==> src/logic/cmc_map.svh <==
// Register map, field positions and timing counts of the clock multiplier control.
// Assumes inclusion by the package and the modules of this block only.
`ifndef CMC_MAP_SVH
`define CMC_MAP_SVH

// ****************************************
// Special-function register location
// ****************************************
`define CMC_SFR_ADDR       8'h97
`define CMC_SFR_PAGE       8'h0f
`define CMC_RESET_VALUE    8'h00

// ****************************************
// Field positions
// ****************************************
`define CMC_BIT_ENABLE     7
`define CMC_BIT_INIT       6
`define CMC_BIT_READY      5
`define CMC_SCALE_HI       4
`define CMC_SCALE_LO       2
`define CMC_SEL_HI         1
`define CMC_SEL_LO         0

// ****************************************
// Timing
// ****************************************
`define CMC_CLK_MHZ        25
`define CMC_LOCK_TIME_US   20
`define CMC_LOCK_CYCLES    (`CMC_LOCK_TIME_US * `CMC_CLK_MHZ)
`define CMC_OSC_DIV_W      6

`endif

==> src/logic/cmc_pkg.sv <==
// Types shared by the clock multiplier control modules.
// Assumes cmc_map.svh sits on the include path.
package cmc_pkg;
`include "cmc_map.svh"

   // Input select encodings
   typedef enum logic [1:0] {
      CMC_SEL_INT_X2 = 2'h0,
      CMC_SEL_EXT_X2 = 2'h1,
      CMC_SEL_INT_X4 = 2'h2,
      CMC_SEL_EXT_X4 = 2'h3
   } cmc_sel_t;

   // External oscillator drive modes seen by the pin logic
   typedef enum logic [1:0] {
      CMC_XOSC_OFF  = 2'h0,
      CMC_XOSC_XTAL = 2'h1,
      CMC_XOSC_RC   = 2'h2,
      CMC_XOSC_CMOS = 2'h3
   } cmc_xosc_t;

   // Lock sequencer states, one-hot
   typedef enum logic [2:0] {
      CMC_ST_OFF  = 3'h1,
      CMC_ST_LOCK = 3'h2,
      CMC_ST_RDY  = 3'h4
   } cmc_state_t;
endpackage

==> src/logic/cmc_scale_if.sv <==
// Carrier between the control core and the output scaler.
// Assumes one clock domain shared by both ends.
`timescale 1ns/1ps
interface cmc_scale_if;
   logic       run;      // Multiplier locked and enabled
   logic       times4;   // Times-four base selected
   logic [2:0] scale;    // Scaling field
   logic       clk_en;   // Output pulse enable

   modport ctrl (output run, output times4, output scale, input clk_en);
   modport scaler (input run, input times4, input scale, output clk_en);
endinterface : cmc_scale_if

==> src/logic/cmc_scaler.sv <==
// Output scaler: turns the base pulse train into the scaled output enable.
// Assumes base pulses arrive every clock; 2/N emits 2 pulses per N clocks.
`timescale 1ns/1ps
module cmc_scaler
   import cmc_pkg::*;
(
   // Clock and reset
   input wire logic  clk,
   input wire logic  rst_n,
   // Control side
   cmc_scale_if.scaler sif
);

   logic [2:0] cnt_q, cnt_d;
   logic       en_q, en_d;
   logic [2:0] period;

   // ****************************************
   // Period per scaling code
   // ****************************************
   always_comb begin
      case (sif.scale)
         3'h1:    period = 3'h3;   // 2/3
         3'h2:    period = 3'h4;   // 2/4
         3'h3:    period = 3'h5;   // 2/5
         3'h4:    period = 3'h6;   // 2/6
         3'h5:    period = 3'h7;   // 2/7
         default: period = 3'h1;   // Factor of one
      endcase
   end

   // Two pulses back to back per period: duty is uneven for odd N
   always_comb begin
      cnt_d = cnt_q;
      en_d  = 1'b0;
      if (!sif.run) begin
         cnt_d = 3'h0;
      end else if (!sif.times4 || period == 3'h1) begin
         en_d  = 1'b1;
         cnt_d = 3'h0;
      end else begin
         en_d  = (cnt_q < 3'h2);
         cnt_d = (cnt_q >= period - 3'h1) ? 3'h0 : cnt_q + 3'h1;
      end
   end

   always_ff @(posedge clk or negedge rst_n) begin
      if (!rst_n) begin
         cnt_q <= 3'h0;
         en_q  <= 1'b0;
      end else begin
         cnt_q <= cnt_d;
         en_q  <= en_d;
      end
   end

   assign sif.clk_en = en_q;

endmodule // cmc_scaler

==> src/logic/cmc_top.sv <==
// Clock multiplier control: special-function register, lock sequencer,
// output gating and oscillator pin takeover.
// Assumes a byte-wide SFR bus with one-cycle read/write strobes on CORE_CLK.
//
// Summary of operation
// - Register: enable bit7, init bit6, ready bit5 read-only, scale 4:2, select 1:0.
// - Register decoded at address 0x97 only when SFR page is 0x0f.
// - Writing init one while enabled starts lock; disabled keeps multiplier off.
// - Ready reads one only after lock achieved, zero otherwise.
// - Select 00 int x2, 01 ext x2, 10 int x4, 11 ext x4.
// - Scale 000 gives the unscaled base output.
// - Either times-two selection ignores the scale field.
// - Some non-unity scalings give uneven duty cycle.
// - Crystal mode takes pins P0.2 and P0.3 as oscillator terminals.
// - RC or CMOS mode uses only P0.3 as input terminal.
// - Scale field selects factors 1, 2/3, 2/4, 2/5, 2/6, 2/7.
`timescale 1ns/1ps
module cmc_top
   import cmc_pkg::*;
#(
   parameter int unsigned LOCK_CYCLES = `CMC_LOCK_CYCLES
)(
   // Clock and reset
   input  wire logic       CORE_CLK,
   input  wire logic       RST_N,
   // SFR bus
   input  wire logic [7:0] SFR_ADDR,
   input  wire logic [7:0] SFR_PAGE,
   input  wire logic       SFR_WR,
   input  wire logic       SFR_RD,
   input  wire logic [7:0] SFR_WDATA,
   output logic      [7:0] SFR_RDATA,
   output logic            SFR_HIT,
   // External oscillator mode from its own control register
   input  wire cmc_xosc_t  XOSC_MODE,
   // Pin takeover towards the port logic
   output logic            P02_OSC_TAKE,
   output logic            P03_OSC_TAKE,
   // Multiplier output
   output logic            MUL_CLK_EN,
   output logic            MUL_ACTIVE,
   output logic            MUL_TIMES4,
   output logic            MUL_EXT_SRC
);

   // ****************************************
   // Local declarations
   // ****************************************
   localparam int LCW = $clog2(LOCK_CYCLES + 1);

   logic             en_q, en_d;
   logic [2:0]       scale_q, scale_d;
   cmc_sel_t         sel_q, sel_d;
   cmc_state_t       st_q, st_d;
   logic [LCW-1:0]   lcnt_q, lcnt_d;
   logic [7:0]       rdata_q, rdata_d;
   logic             take2_q, take2_d;
   logic             take3_q, take3_d;
   logic             wr_hit, rd_hit, ready;

   cmc_scale_if sif ();

   // Address plus page match, shared by read and write
   function automatic logic sfr_match(input logic [7:0] a, input logic [7:0] p);
      return (a == `CMC_SFR_ADDR) && (p == `CMC_SFR_PAGE);
   endfunction

   // ****************************************
   // Bus decode
   // ****************************************
   always_comb begin
      wr_hit = 1'b0;
      rd_hit = 1'b0;
      if (sfr_match(SFR_ADDR, SFR_PAGE)) begin
         wr_hit = SFR_WR;
         rd_hit = SFR_RD;
      end
   end

   assign SFR_HIT = sfr_match(SFR_ADDR, SFR_PAGE);
   assign ready   = (st_q == CMC_ST_RDY);

   // ****************************************
   // Register fields
   // ****************************************
   // Init is a trigger, not stored: a read always shows it as zero
   always_comb begin
      en_d    = en_q;
      scale_d = scale_q;
      sel_d   = sel_q;
      if (wr_hit) begin
         en_d    = SFR_WDATA[`CMC_BIT_ENABLE];
         scale_d = SFR_WDATA[`CMC_SCALE_HI:`CMC_SCALE_LO];
         sel_d   = cmc_sel_t'(SFR_WDATA[`CMC_SEL_HI:`CMC_SEL_LO]);
      end
   end

   always_ff @(posedge CORE_CLK or negedge RST_N) begin
      if (!RST_N) begin
         en_q    <= 1'b0;
         scale_q <= 3'h0;
         sel_q   <= CMC_SEL_INT_X2;
      end else begin
         en_q    <= en_d;
         scale_q <= scale_d;
         sel_q   <= sel_d;
      end
   end

   // ****************************************
   // Lock sequencer
   // ****************************************
   // Lock is modelled as a fixed settle count; the real loop may differ
   always_comb begin
      st_d   = st_q;
      lcnt_d = lcnt_q;
      case (st_q)
         CMC_ST_OFF: begin
            lcnt_d = '0;
            if (wr_hit && en_q && SFR_WDATA[`CMC_BIT_ENABLE] && SFR_WDATA[`CMC_BIT_INIT]) begin
               st_d = CMC_ST_LOCK;
            end
         end
         CMC_ST_LOCK: begin
            if (lcnt_q == LCW'(LOCK_CYCLES - 1)) begin
               st_d = CMC_ST_RDY;
            end else begin
               lcnt_d = lcnt_q + 1'b1;
            end
         end
         CMC_ST_RDY: begin
            lcnt_d = '0;
         end
         default: begin
            st_d   = CMC_ST_OFF;
            lcnt_d = '0;
         end
      endcase
      // Dropping enable wins over everything, also the all-zero write
      if (!en_d) begin
         st_d   = CMC_ST_OFF;
         lcnt_d = '0;
      end else if (wr_hit && SFR_WDATA[`CMC_BIT_INIT] && st_q != CMC_ST_OFF) begin
         st_d   = CMC_ST_LOCK;
         lcnt_d = '0;
      end
   end

   always_ff @(posedge CORE_CLK or negedge RST_N) begin
      if (!RST_N) begin
         st_q   <= CMC_ST_OFF;
         lcnt_q <= '0;
      end else begin
         st_q   <= st_d;
         lcnt_q <= lcnt_d;
      end
   end

   // ****************************************
   // Read data and pin takeover
   // ****************************************
   always_comb begin
      rdata_d = 8'h00;
      if (rd_hit) begin
         rdata_d[`CMC_BIT_ENABLE]              = en_q;
         rdata_d[`CMC_BIT_READY]               = ready;
         rdata_d[`CMC_SCALE_HI:`CMC_SCALE_LO]  = scale_q;
         rdata_d[`CMC_SEL_HI:`CMC_SEL_LO]      = sel_q;
      end
      take2_d = (XOSC_MODE == CMC_XOSC_XTAL);
      take3_d = (XOSC_MODE != CMC_XOSC_OFF);
   end

   always_ff @(posedge CORE_CLK or negedge RST_N) begin
      if (!RST_N) begin
         rdata_q <= 8'h00;
         take2_q <= 1'b0;
         take3_q <= 1'b0;
      end else begin
         rdata_q <= rdata_d;
         take2_q <= take2_d;
         take3_q <= take3_d;
      end
   end

   // ****************************************
   // Output scaling
   // ****************************************
   assign sif.run    = en_q && ready;
   assign sif.times4 = sel_q[1];
   assign sif.scale  = scale_q;

   cmc_scaler u_scaler (
      .clk   (CORE_CLK),
      .rst_n (RST_N),
      .sif   (sif.scaler)
   );

   // Ports
   assign SFR_RDATA    = rdata_q;
   assign P02_OSC_TAKE = take2_q;
   assign P03_OSC_TAKE = take3_q;
   assign MUL_CLK_EN   = sif.clk_en;
   assign MUL_ACTIVE   = sif.run;
   assign MUL_TIMES4   = sel_q[1];
   assign MUL_EXT_SRC  = sel_q[0];

endmodule // cmc_top

==> config.mk <==
export PLATFORM = sky130hd
export DESIGN_NAME = cmc_top
export DESIGN_NICKNAME = d
export VERILOG_FILES = /design/src/logic/cmc_pkg.sv /design/src/logic/cmc_scale_if.sv /design/src/logic/cmc_scaler.sv /design/src/logic/cmc_top.sv
export VERILOG_INCLUDE_DIRS = /design/src /design/src/logic
export SDC_FILE = /design/constraint.sdc
export NUM_CORES = 1
export LEC_CHECK = 0
export BUFFER_PORTS_ARGS = -buffer_cell sky130_fd_sc_hd__buf_4
export CORE_UTILIZATION = 45
export CTS_CLUSTER_SIZE = 25
export DETAILED_ROUTE_END_ITERATION = 8
export PLACE_DENSITY = 0.7
export SYNTH_ARGS = -nofsm -noshare
export SYNTH_HDL_FRONTEND = slang
export SYNTH_SLANG_ARGS = --single-unit
==> constraint.sdc <==
create_clock -name CORE_CLK -period 5.4 [get_ports CORE_CLK]
set_input_delay 1.08 -clock CORE_CLK [delete_from_list [all_inputs] [get_ports CORE_CLK]]
set_output_delay 1.08 -clock CORE_CLK [all_outputs]
set_load 0.03 [all_outputs]
==> impl_metrics.toml, run 1 <==
[clock_tree]
ctsHoldBuffers = 0
clkTransAtPathRegs_ns = 0.10
cts_resized = 0
clk_latency_ns = 0.33
cts.sinks = 31
h-tree-depth = 2
cts_setup_buffers = 0
cts_buffer_depth = 2
root_buffer = "clkbuf_4"
cts_tree = "built"
numCtsBuffers = 5

[layout]
utilization = 0.6058
fin_area_um2 = 2053
area_delta_synth_final_pct = 26.91
layoutNonFillerInstCount = 241
antennaDiodeCount = 0
drive_gt1_frac = 0.3282
num-fill-cells = 282
nets = 232

[setup_path]
cp.arrival_ns = 2.22
worstPathRequired_ns = 4.32
crit_fanout = 10
r2r-start = "scale_q[1]$_DFFE_PN0N_"
end_kind = "output pin"
crit_start = "SFR_PAGE[5]"
crit_type = "in2out"
startpoint_type = "input port"

[placed_design]
io_buffer_count = 42
hpwlAfterDp_um = 2451
dp_worst_setup_slack_ns = 2.083
dpl-instance-area_um2 = 1967
place.gp.congestion = 0.7231
dp_cells = 233

[synthesis]
yosys.area.top_type = "dfrtp_1"
synth_seq_cells = 31
yosysUniqueCellTypes = 40
ys_warn_count = 0
synth_top_area_share = 0.4640
ys.flop_type = "dfrtp_1"
async_reset_ff_frac = 1.000
postSynthCellCount = 148
synthesis.nets = 186
synth_edf_count = 0
synth.cell_area_um2 = 1618
ys_top_cells_by_area = "dfrtp_1, ha_1, mux2_4, xnor2_1, nor3_1"
yosysSeqAreaShare = 0.4803
synth_common_cells = "dfrtp_1, nor2_1, nor3_1, ha_1"
yosysMostFrequentCell = "dfrtp_1"
syn_avg_cell_area_um2 = 10.93

[sta]
fin_skew_ns = 0.01136
fin_ws_ns = 2.098
setup_viol = 0
fin_crit_sh = 0.6115
grt_setup_unrepaired = "false"
finalHoldViolations = 0
min_period_ns = 3.302
fin_setup_tns_ns = 0
whs_ns = 0.4763
drv_slew = 0
fmax_ghz = 0.3028

[hold_path]
holdCritStartpoint = "u_scaler.cnt_q[0]$_DFF_PN0_"
hold_path_class = "reg2reg"

[route]
initialDrtViolationCount = 40
routed_wl_um = 3143
first_pass_iters = 4
drt.antenna.violating_nets = 0
routed-via-count = 1241
route.detailed.drc = 0
viasPerCell = 5.149
drt-wirelength-per-cell_um = 13.04

[pwr]
switching_share = 0.2037
cell_internal_pwr_mw = 0.3577
power.total_mw = 0.4493
p_switching_mw = 0.09150
combPwrFrac = 0.062
clockPowerShare = 0.419
max-vdd-ir-drop_uv = 122.1
power_density_nw_per_um2 = 218.8
cellLeakagePower_nw = 1.004
power_frac_seq = 0.519

[job]
cap_violations = 0

[floorplan]
rows = 21
num_io_pins = 45
die_w_um = 61.96
initial_core_util = 0.4773
fp.dieH_um = 61.96
coreArea_um2 = 3390
dieArea_um2 = 3839

[global_routing]
grt_max_degree = 32
grt_pass1_vias = 1174
grt.total_usage = 0.1888
overflow = 0
grt_first_pass_wirelength_um = 5126
antenna_found_initial = 0

[run_status]
status = "finished clean"
-- layout make-up --
class                   instances  area, um^2  share of cell area
clock inverters                 2       35.03             0.01706
flip-flops and latches         31       777.0              0.3784
multi-input cells             106       787.0              0.3833
well taps                      46       57.56             0.02803
clock buffers                   6       51.30             0.02498
repair buffers                 42       315.3              0.1536
inverters                       8       30.03             0.01463
-- state kept, by name, summed over array words and instances (netlist names) --
name and flops:
lcnt_q 9, SFR_RDATA 7, P02_OSC_TAKE 1, u_scaler.sif.clk_en 1
sel_q 2, scale_q 3, en_q 1, u_scaler.cnt_q 3
P03_OSC_TAKE 1, st_q 3
-- worst max-delay path: stages --
cell     delay (ns)
buf_4          0.11
nor4b_2        0.29
and4_1         0.50
buf_4          0.24
-- placed cells by master, fill, tap and decap left out, drive strengths merged, types with 3 or more instances in the layout --
master,Yosys,routed
and3,5,5
a21oi,8,8
mux2,6,6
mux2i,3,3
inv,8,8
nand3,3,3
ha,8,8
nand2,8,8
buf,3,42
nand2b,6,6
nand4,3,3
nor2,13,13
nor3,10,10
xnor2,7,7
clkbuf,0,6
dfrtp,30,30
-- final timing paths --
| kind | end | slack, ns | cells past startpoint |
|---|---|---|---|
| worst max-delay path | SFR_HIT | 2.10 | 4 |
| worst min-delay path | u_scaler.cnt_q[0]$_DFF_PN0_ | 0.48 | 1 |
| worst max register to register | u_scaler.cnt_q[2]$_DFF_PN0_ | 3.02 | 10 |
| worst min register to register | u_scaler.cnt_q[0]$_DFF_PN0_ | 0.48 | 1 |
| max in group asynchronous | st_q[0]$_DFFE_PN1P_ | 4.43 | 1 |
| min in group asynchronous | u_scaler.sif.clk_en$_DFF_PN0_ | 0.66 | 1 |
-- per-layer routing --
metal	track usage	vias to the layer above	wire, um
met2	0.3267	45	1626
met3	0.04969	5	192
met5	0	-	0
li1	-	612	-
met1	0.2214	579	1276
met4	0.07619	0	47
-- cell families (layout without fill, tap and decap cells) --
family	count (synthesis)	count (layout)	synth area share
adder cells (fa/ha/maj)	8	8	0.06187
multiplexers	9	9	0.07425
flip-flops	31	31	0.4803
AND/OR/NAND/NOR	63	63	0.2328
buffers and inverters	11	58	0.03326
other	1	1	0.002318
AO/OA/AOI/OAI	16	16	0.06650
XOR/XNOR	9	9	0.04873
-- power groups by stage --
stage	combinational, mW	sequential [mW]	clock (mW)
2_1_floorplan	0.00438	0.239	0
3_3_place_gp	0.0279	0.238	0
3_5_place_dp	0.0289	0.238	0
4_1_cts	0.0289	0.233	0.193
5_1_grt	0.0306	0.233	0.202
6_report	0.0280	0.233	0.188
Note: power is estimated with default switching activity, not from simulation.
==> run 2: changes to the inputs <==
==> constraint.sdc (replaced) <==
create_clock -name CORE_CLK -period 3.1 [get_ports CORE_CLK]
set_input_delay 0.62 -clock CORE_CLK [delete_from_list [all_inputs] [get_ports CORE_CLK]]
set_output_delay 0.62 -clock CORE_CLK [all_outputs]
set_load 0.03 [all_outputs]
==> impl_metrics.toml, run 2 (same netlist as run 1, synthesis figures left out) <==
[setup_path]
crit_type = "reg2reg"
worstPathRequired_ns = 3.35
cp.arrival_ns = 2.70
crit_chain = "inv_1 -> ha_1 -> nor2b_1 -> a21oi_1 -> ha_1 -> inv_1 -> ha_1 -> a21o_1 -> a2111o_1 -> nor2_1"
crit_fanout = 4
startpoint_type = "flip-flop"
max_stage_delay_ns = 0.44
crit_top_cell = "ha_1"
end_kind = "flip-flop"
slowest_stage = "a2111o_1"

[global_routing]
grt_max_degree = 32
overflow = 0
grt_first_pass_wirelength_um = 5064
grt_pass1_vias = 1210
antenna_found_initial = 0
grt.total_usage = 0.1862

[route]
first_pass_iters = 5
met3WireLength_um = 185
drt-wirelength-per-cell_um = 12.91
routed_wl_um = 3124
route.detailed.drc = 0
maxUsedRoutingLayer = "met4"
drt-met1-wl_um = 1419
dr_wl_met2_um = 1491
drt.antenna.violating_nets = 0
routed-via-count = 1238
initialDrtViolationCount = 34
viasPerCell = 5.116

[pwr]
p_switching_mw = 0.1520
clockPowerShare = 0.324
cell_internal_pwr_mw = 0.5209
combPwrFrac = 0.073
power_density_nw_per_um2 = 332.4
power.total_mw = 0.6728
switching_share = 0.2258
cellLeakagePower_nw = 0.9908
max-vdd-ir-drop_uv = 222.3
power_frac_seq = 0.603

[layout]
regMostFlops = "lcnt_q"
largest_register_ffs = 9
num-fill-cells = 278
antennaDiodeCount = 0
layout_common_cells = "buf_4, dfrtp_1, nor2_1"
drive_gt1_frac = 0.3214
area_delta_synth_final_pct = 25.14
layoutNonFillerInstCount = 242
layout_commonest_cell = "buf_4"
nets = 233

[clock_tree]
clkTransAtPathRegs_ns = 0.09
cts_tree = "built"
ctsHoldBuffers = 0
root_buffer = "clkbuf_4"
h-tree-depth = 2
cts_setup_buffers = 0
numCtsBuffers = 5
cts.sinks = 31
clk_latency_ns = 0.32
cts_resized = 0
cts_buffer_depth = 2

[sta]
drv_slew = 0
min_period_ns = 2.449
grt_setup_unrepaired = "false"
fin_ws_ns = 0.6513
fin_skew_ns = 0.005583
fmax_ghz = 0.4084
fin_crit_sh = 0.7899
fin_setup_tns_ns = 0
setup_viol = 0
finalHoldViolations = 0

[floorplan]
initial_core_util = 0.4773
rows = 21
coreArea_um2 = 3390
num_io_pins = 45
die_w_um = 61.96
fp.dieH_um = 61.96
dieArea_um2 = 3839

[run_status]
status = "finished clean"

[placed_design]
hpwlAfterDp_um = 2412
io_buffer_count = 42
dp_worst_setup_slack_ns = 0.7023
place.gp.congestion = 0.7427
dp_cells = 234

[job]
cap_violations = 0

[hold_path]
hold_path_class = "in2async"
==> run 2: cell count changes in the layout (fill, tap and decap cells not counted) <==
| cell | previous run | this run |
|---|---|---|
| clkbuf_1 | 0 | 2 |
| buf_4 | 42 | 43 |
| clkbuf_8 | 1 | 0 |
| bufinv_16 | 1 | 0 |
==> run 2: metrics by stage <==
stage	hold WS, ns	cell area [um^2]	util
floorplan	0.3244	1618	-
global placement	0.4486	1974	0.5825
detailed placement	0.4535	1974	0.5825
CTS	0.2147	2024	0.5973
global route	0.2199	2024	0.5973
finish	0.2166	2024	0.5973
==> run 2: worst paths after layout <==
check	from	slack (ns)	depth (start not counted)	end
min in group CORE_CLK	XOSC_MODE[1]	0.45	2	P02_OSC_TAKE$_DFF_PN0_
hold / removal	RST_N	0.22	1	SFR_RDATA[4]$_DFF_PN0_
hold reg to reg	u_scaler.cnt_q[0]$_DFF_PN0_	0.47	1	u_scaler.cnt_q[0]$_DFF_PN0_
max in group asynchronous	RST_N	2.57	1	st_q[0]$_DFFE_PN1P_
setup / recovery	scale_q[1]$_DFFE_PN0N_	0.65	10	u_scaler.cnt_q[2]$_DFF_PN0_
setup reg to reg	scale_q[1]$_DFFE_PN0N_	0.65	10	u_scaler.cnt_q[2]$_DFF_PN0_
==> run 2: power by group through the flow <==
stage | Clock (mW) | Sequential, mW | Combinational, mW
after global routing | 0.251 | 0.406 | 0.0535
final | 0.218 | 0.406 | 0.0493
after detailed placement | 0 | 0.414 | 0.0500
after global placement | 0 | 0.414 | 0.0485
after CTS | 0.230 | 0.406 | 0.0502
after floorplan | 0 | 0.417 | 0.00762
==> run 2: critical path, delay by kind of cell, from the launching register on <==
family | cells | cell delay (ns)
adder cells (fa/ha/maj) | 3 | 0.92
AO/OA/AOI/OAI | 3 | 0.66
flip-flops | 1 | 0.41
AND/OR/NAND/NOR | 2 | 0.27
buffers and inverters | 2 | 0.12
==> run 2: cell type report <==
class	instances	area (um^2)	share of cell area
multi-input combinational	106	787.0	0.3888
sequential	31	777.0	0.3838
timing repair buffer	43	322.8	0.1595
tap	46	57.56	0.02843
clock buffer	7	45.04	0.02225
inverter	8	30.03	0.01483
clock inverter	1	5.005	0.002472
==> run 2: layer usage <==
metal	global-route usage	vias up
li1	-	613
met1	0.2163	574
met2	0.3161	49
met3	0.06004	2
met4	0.07619	0
met5	0	-
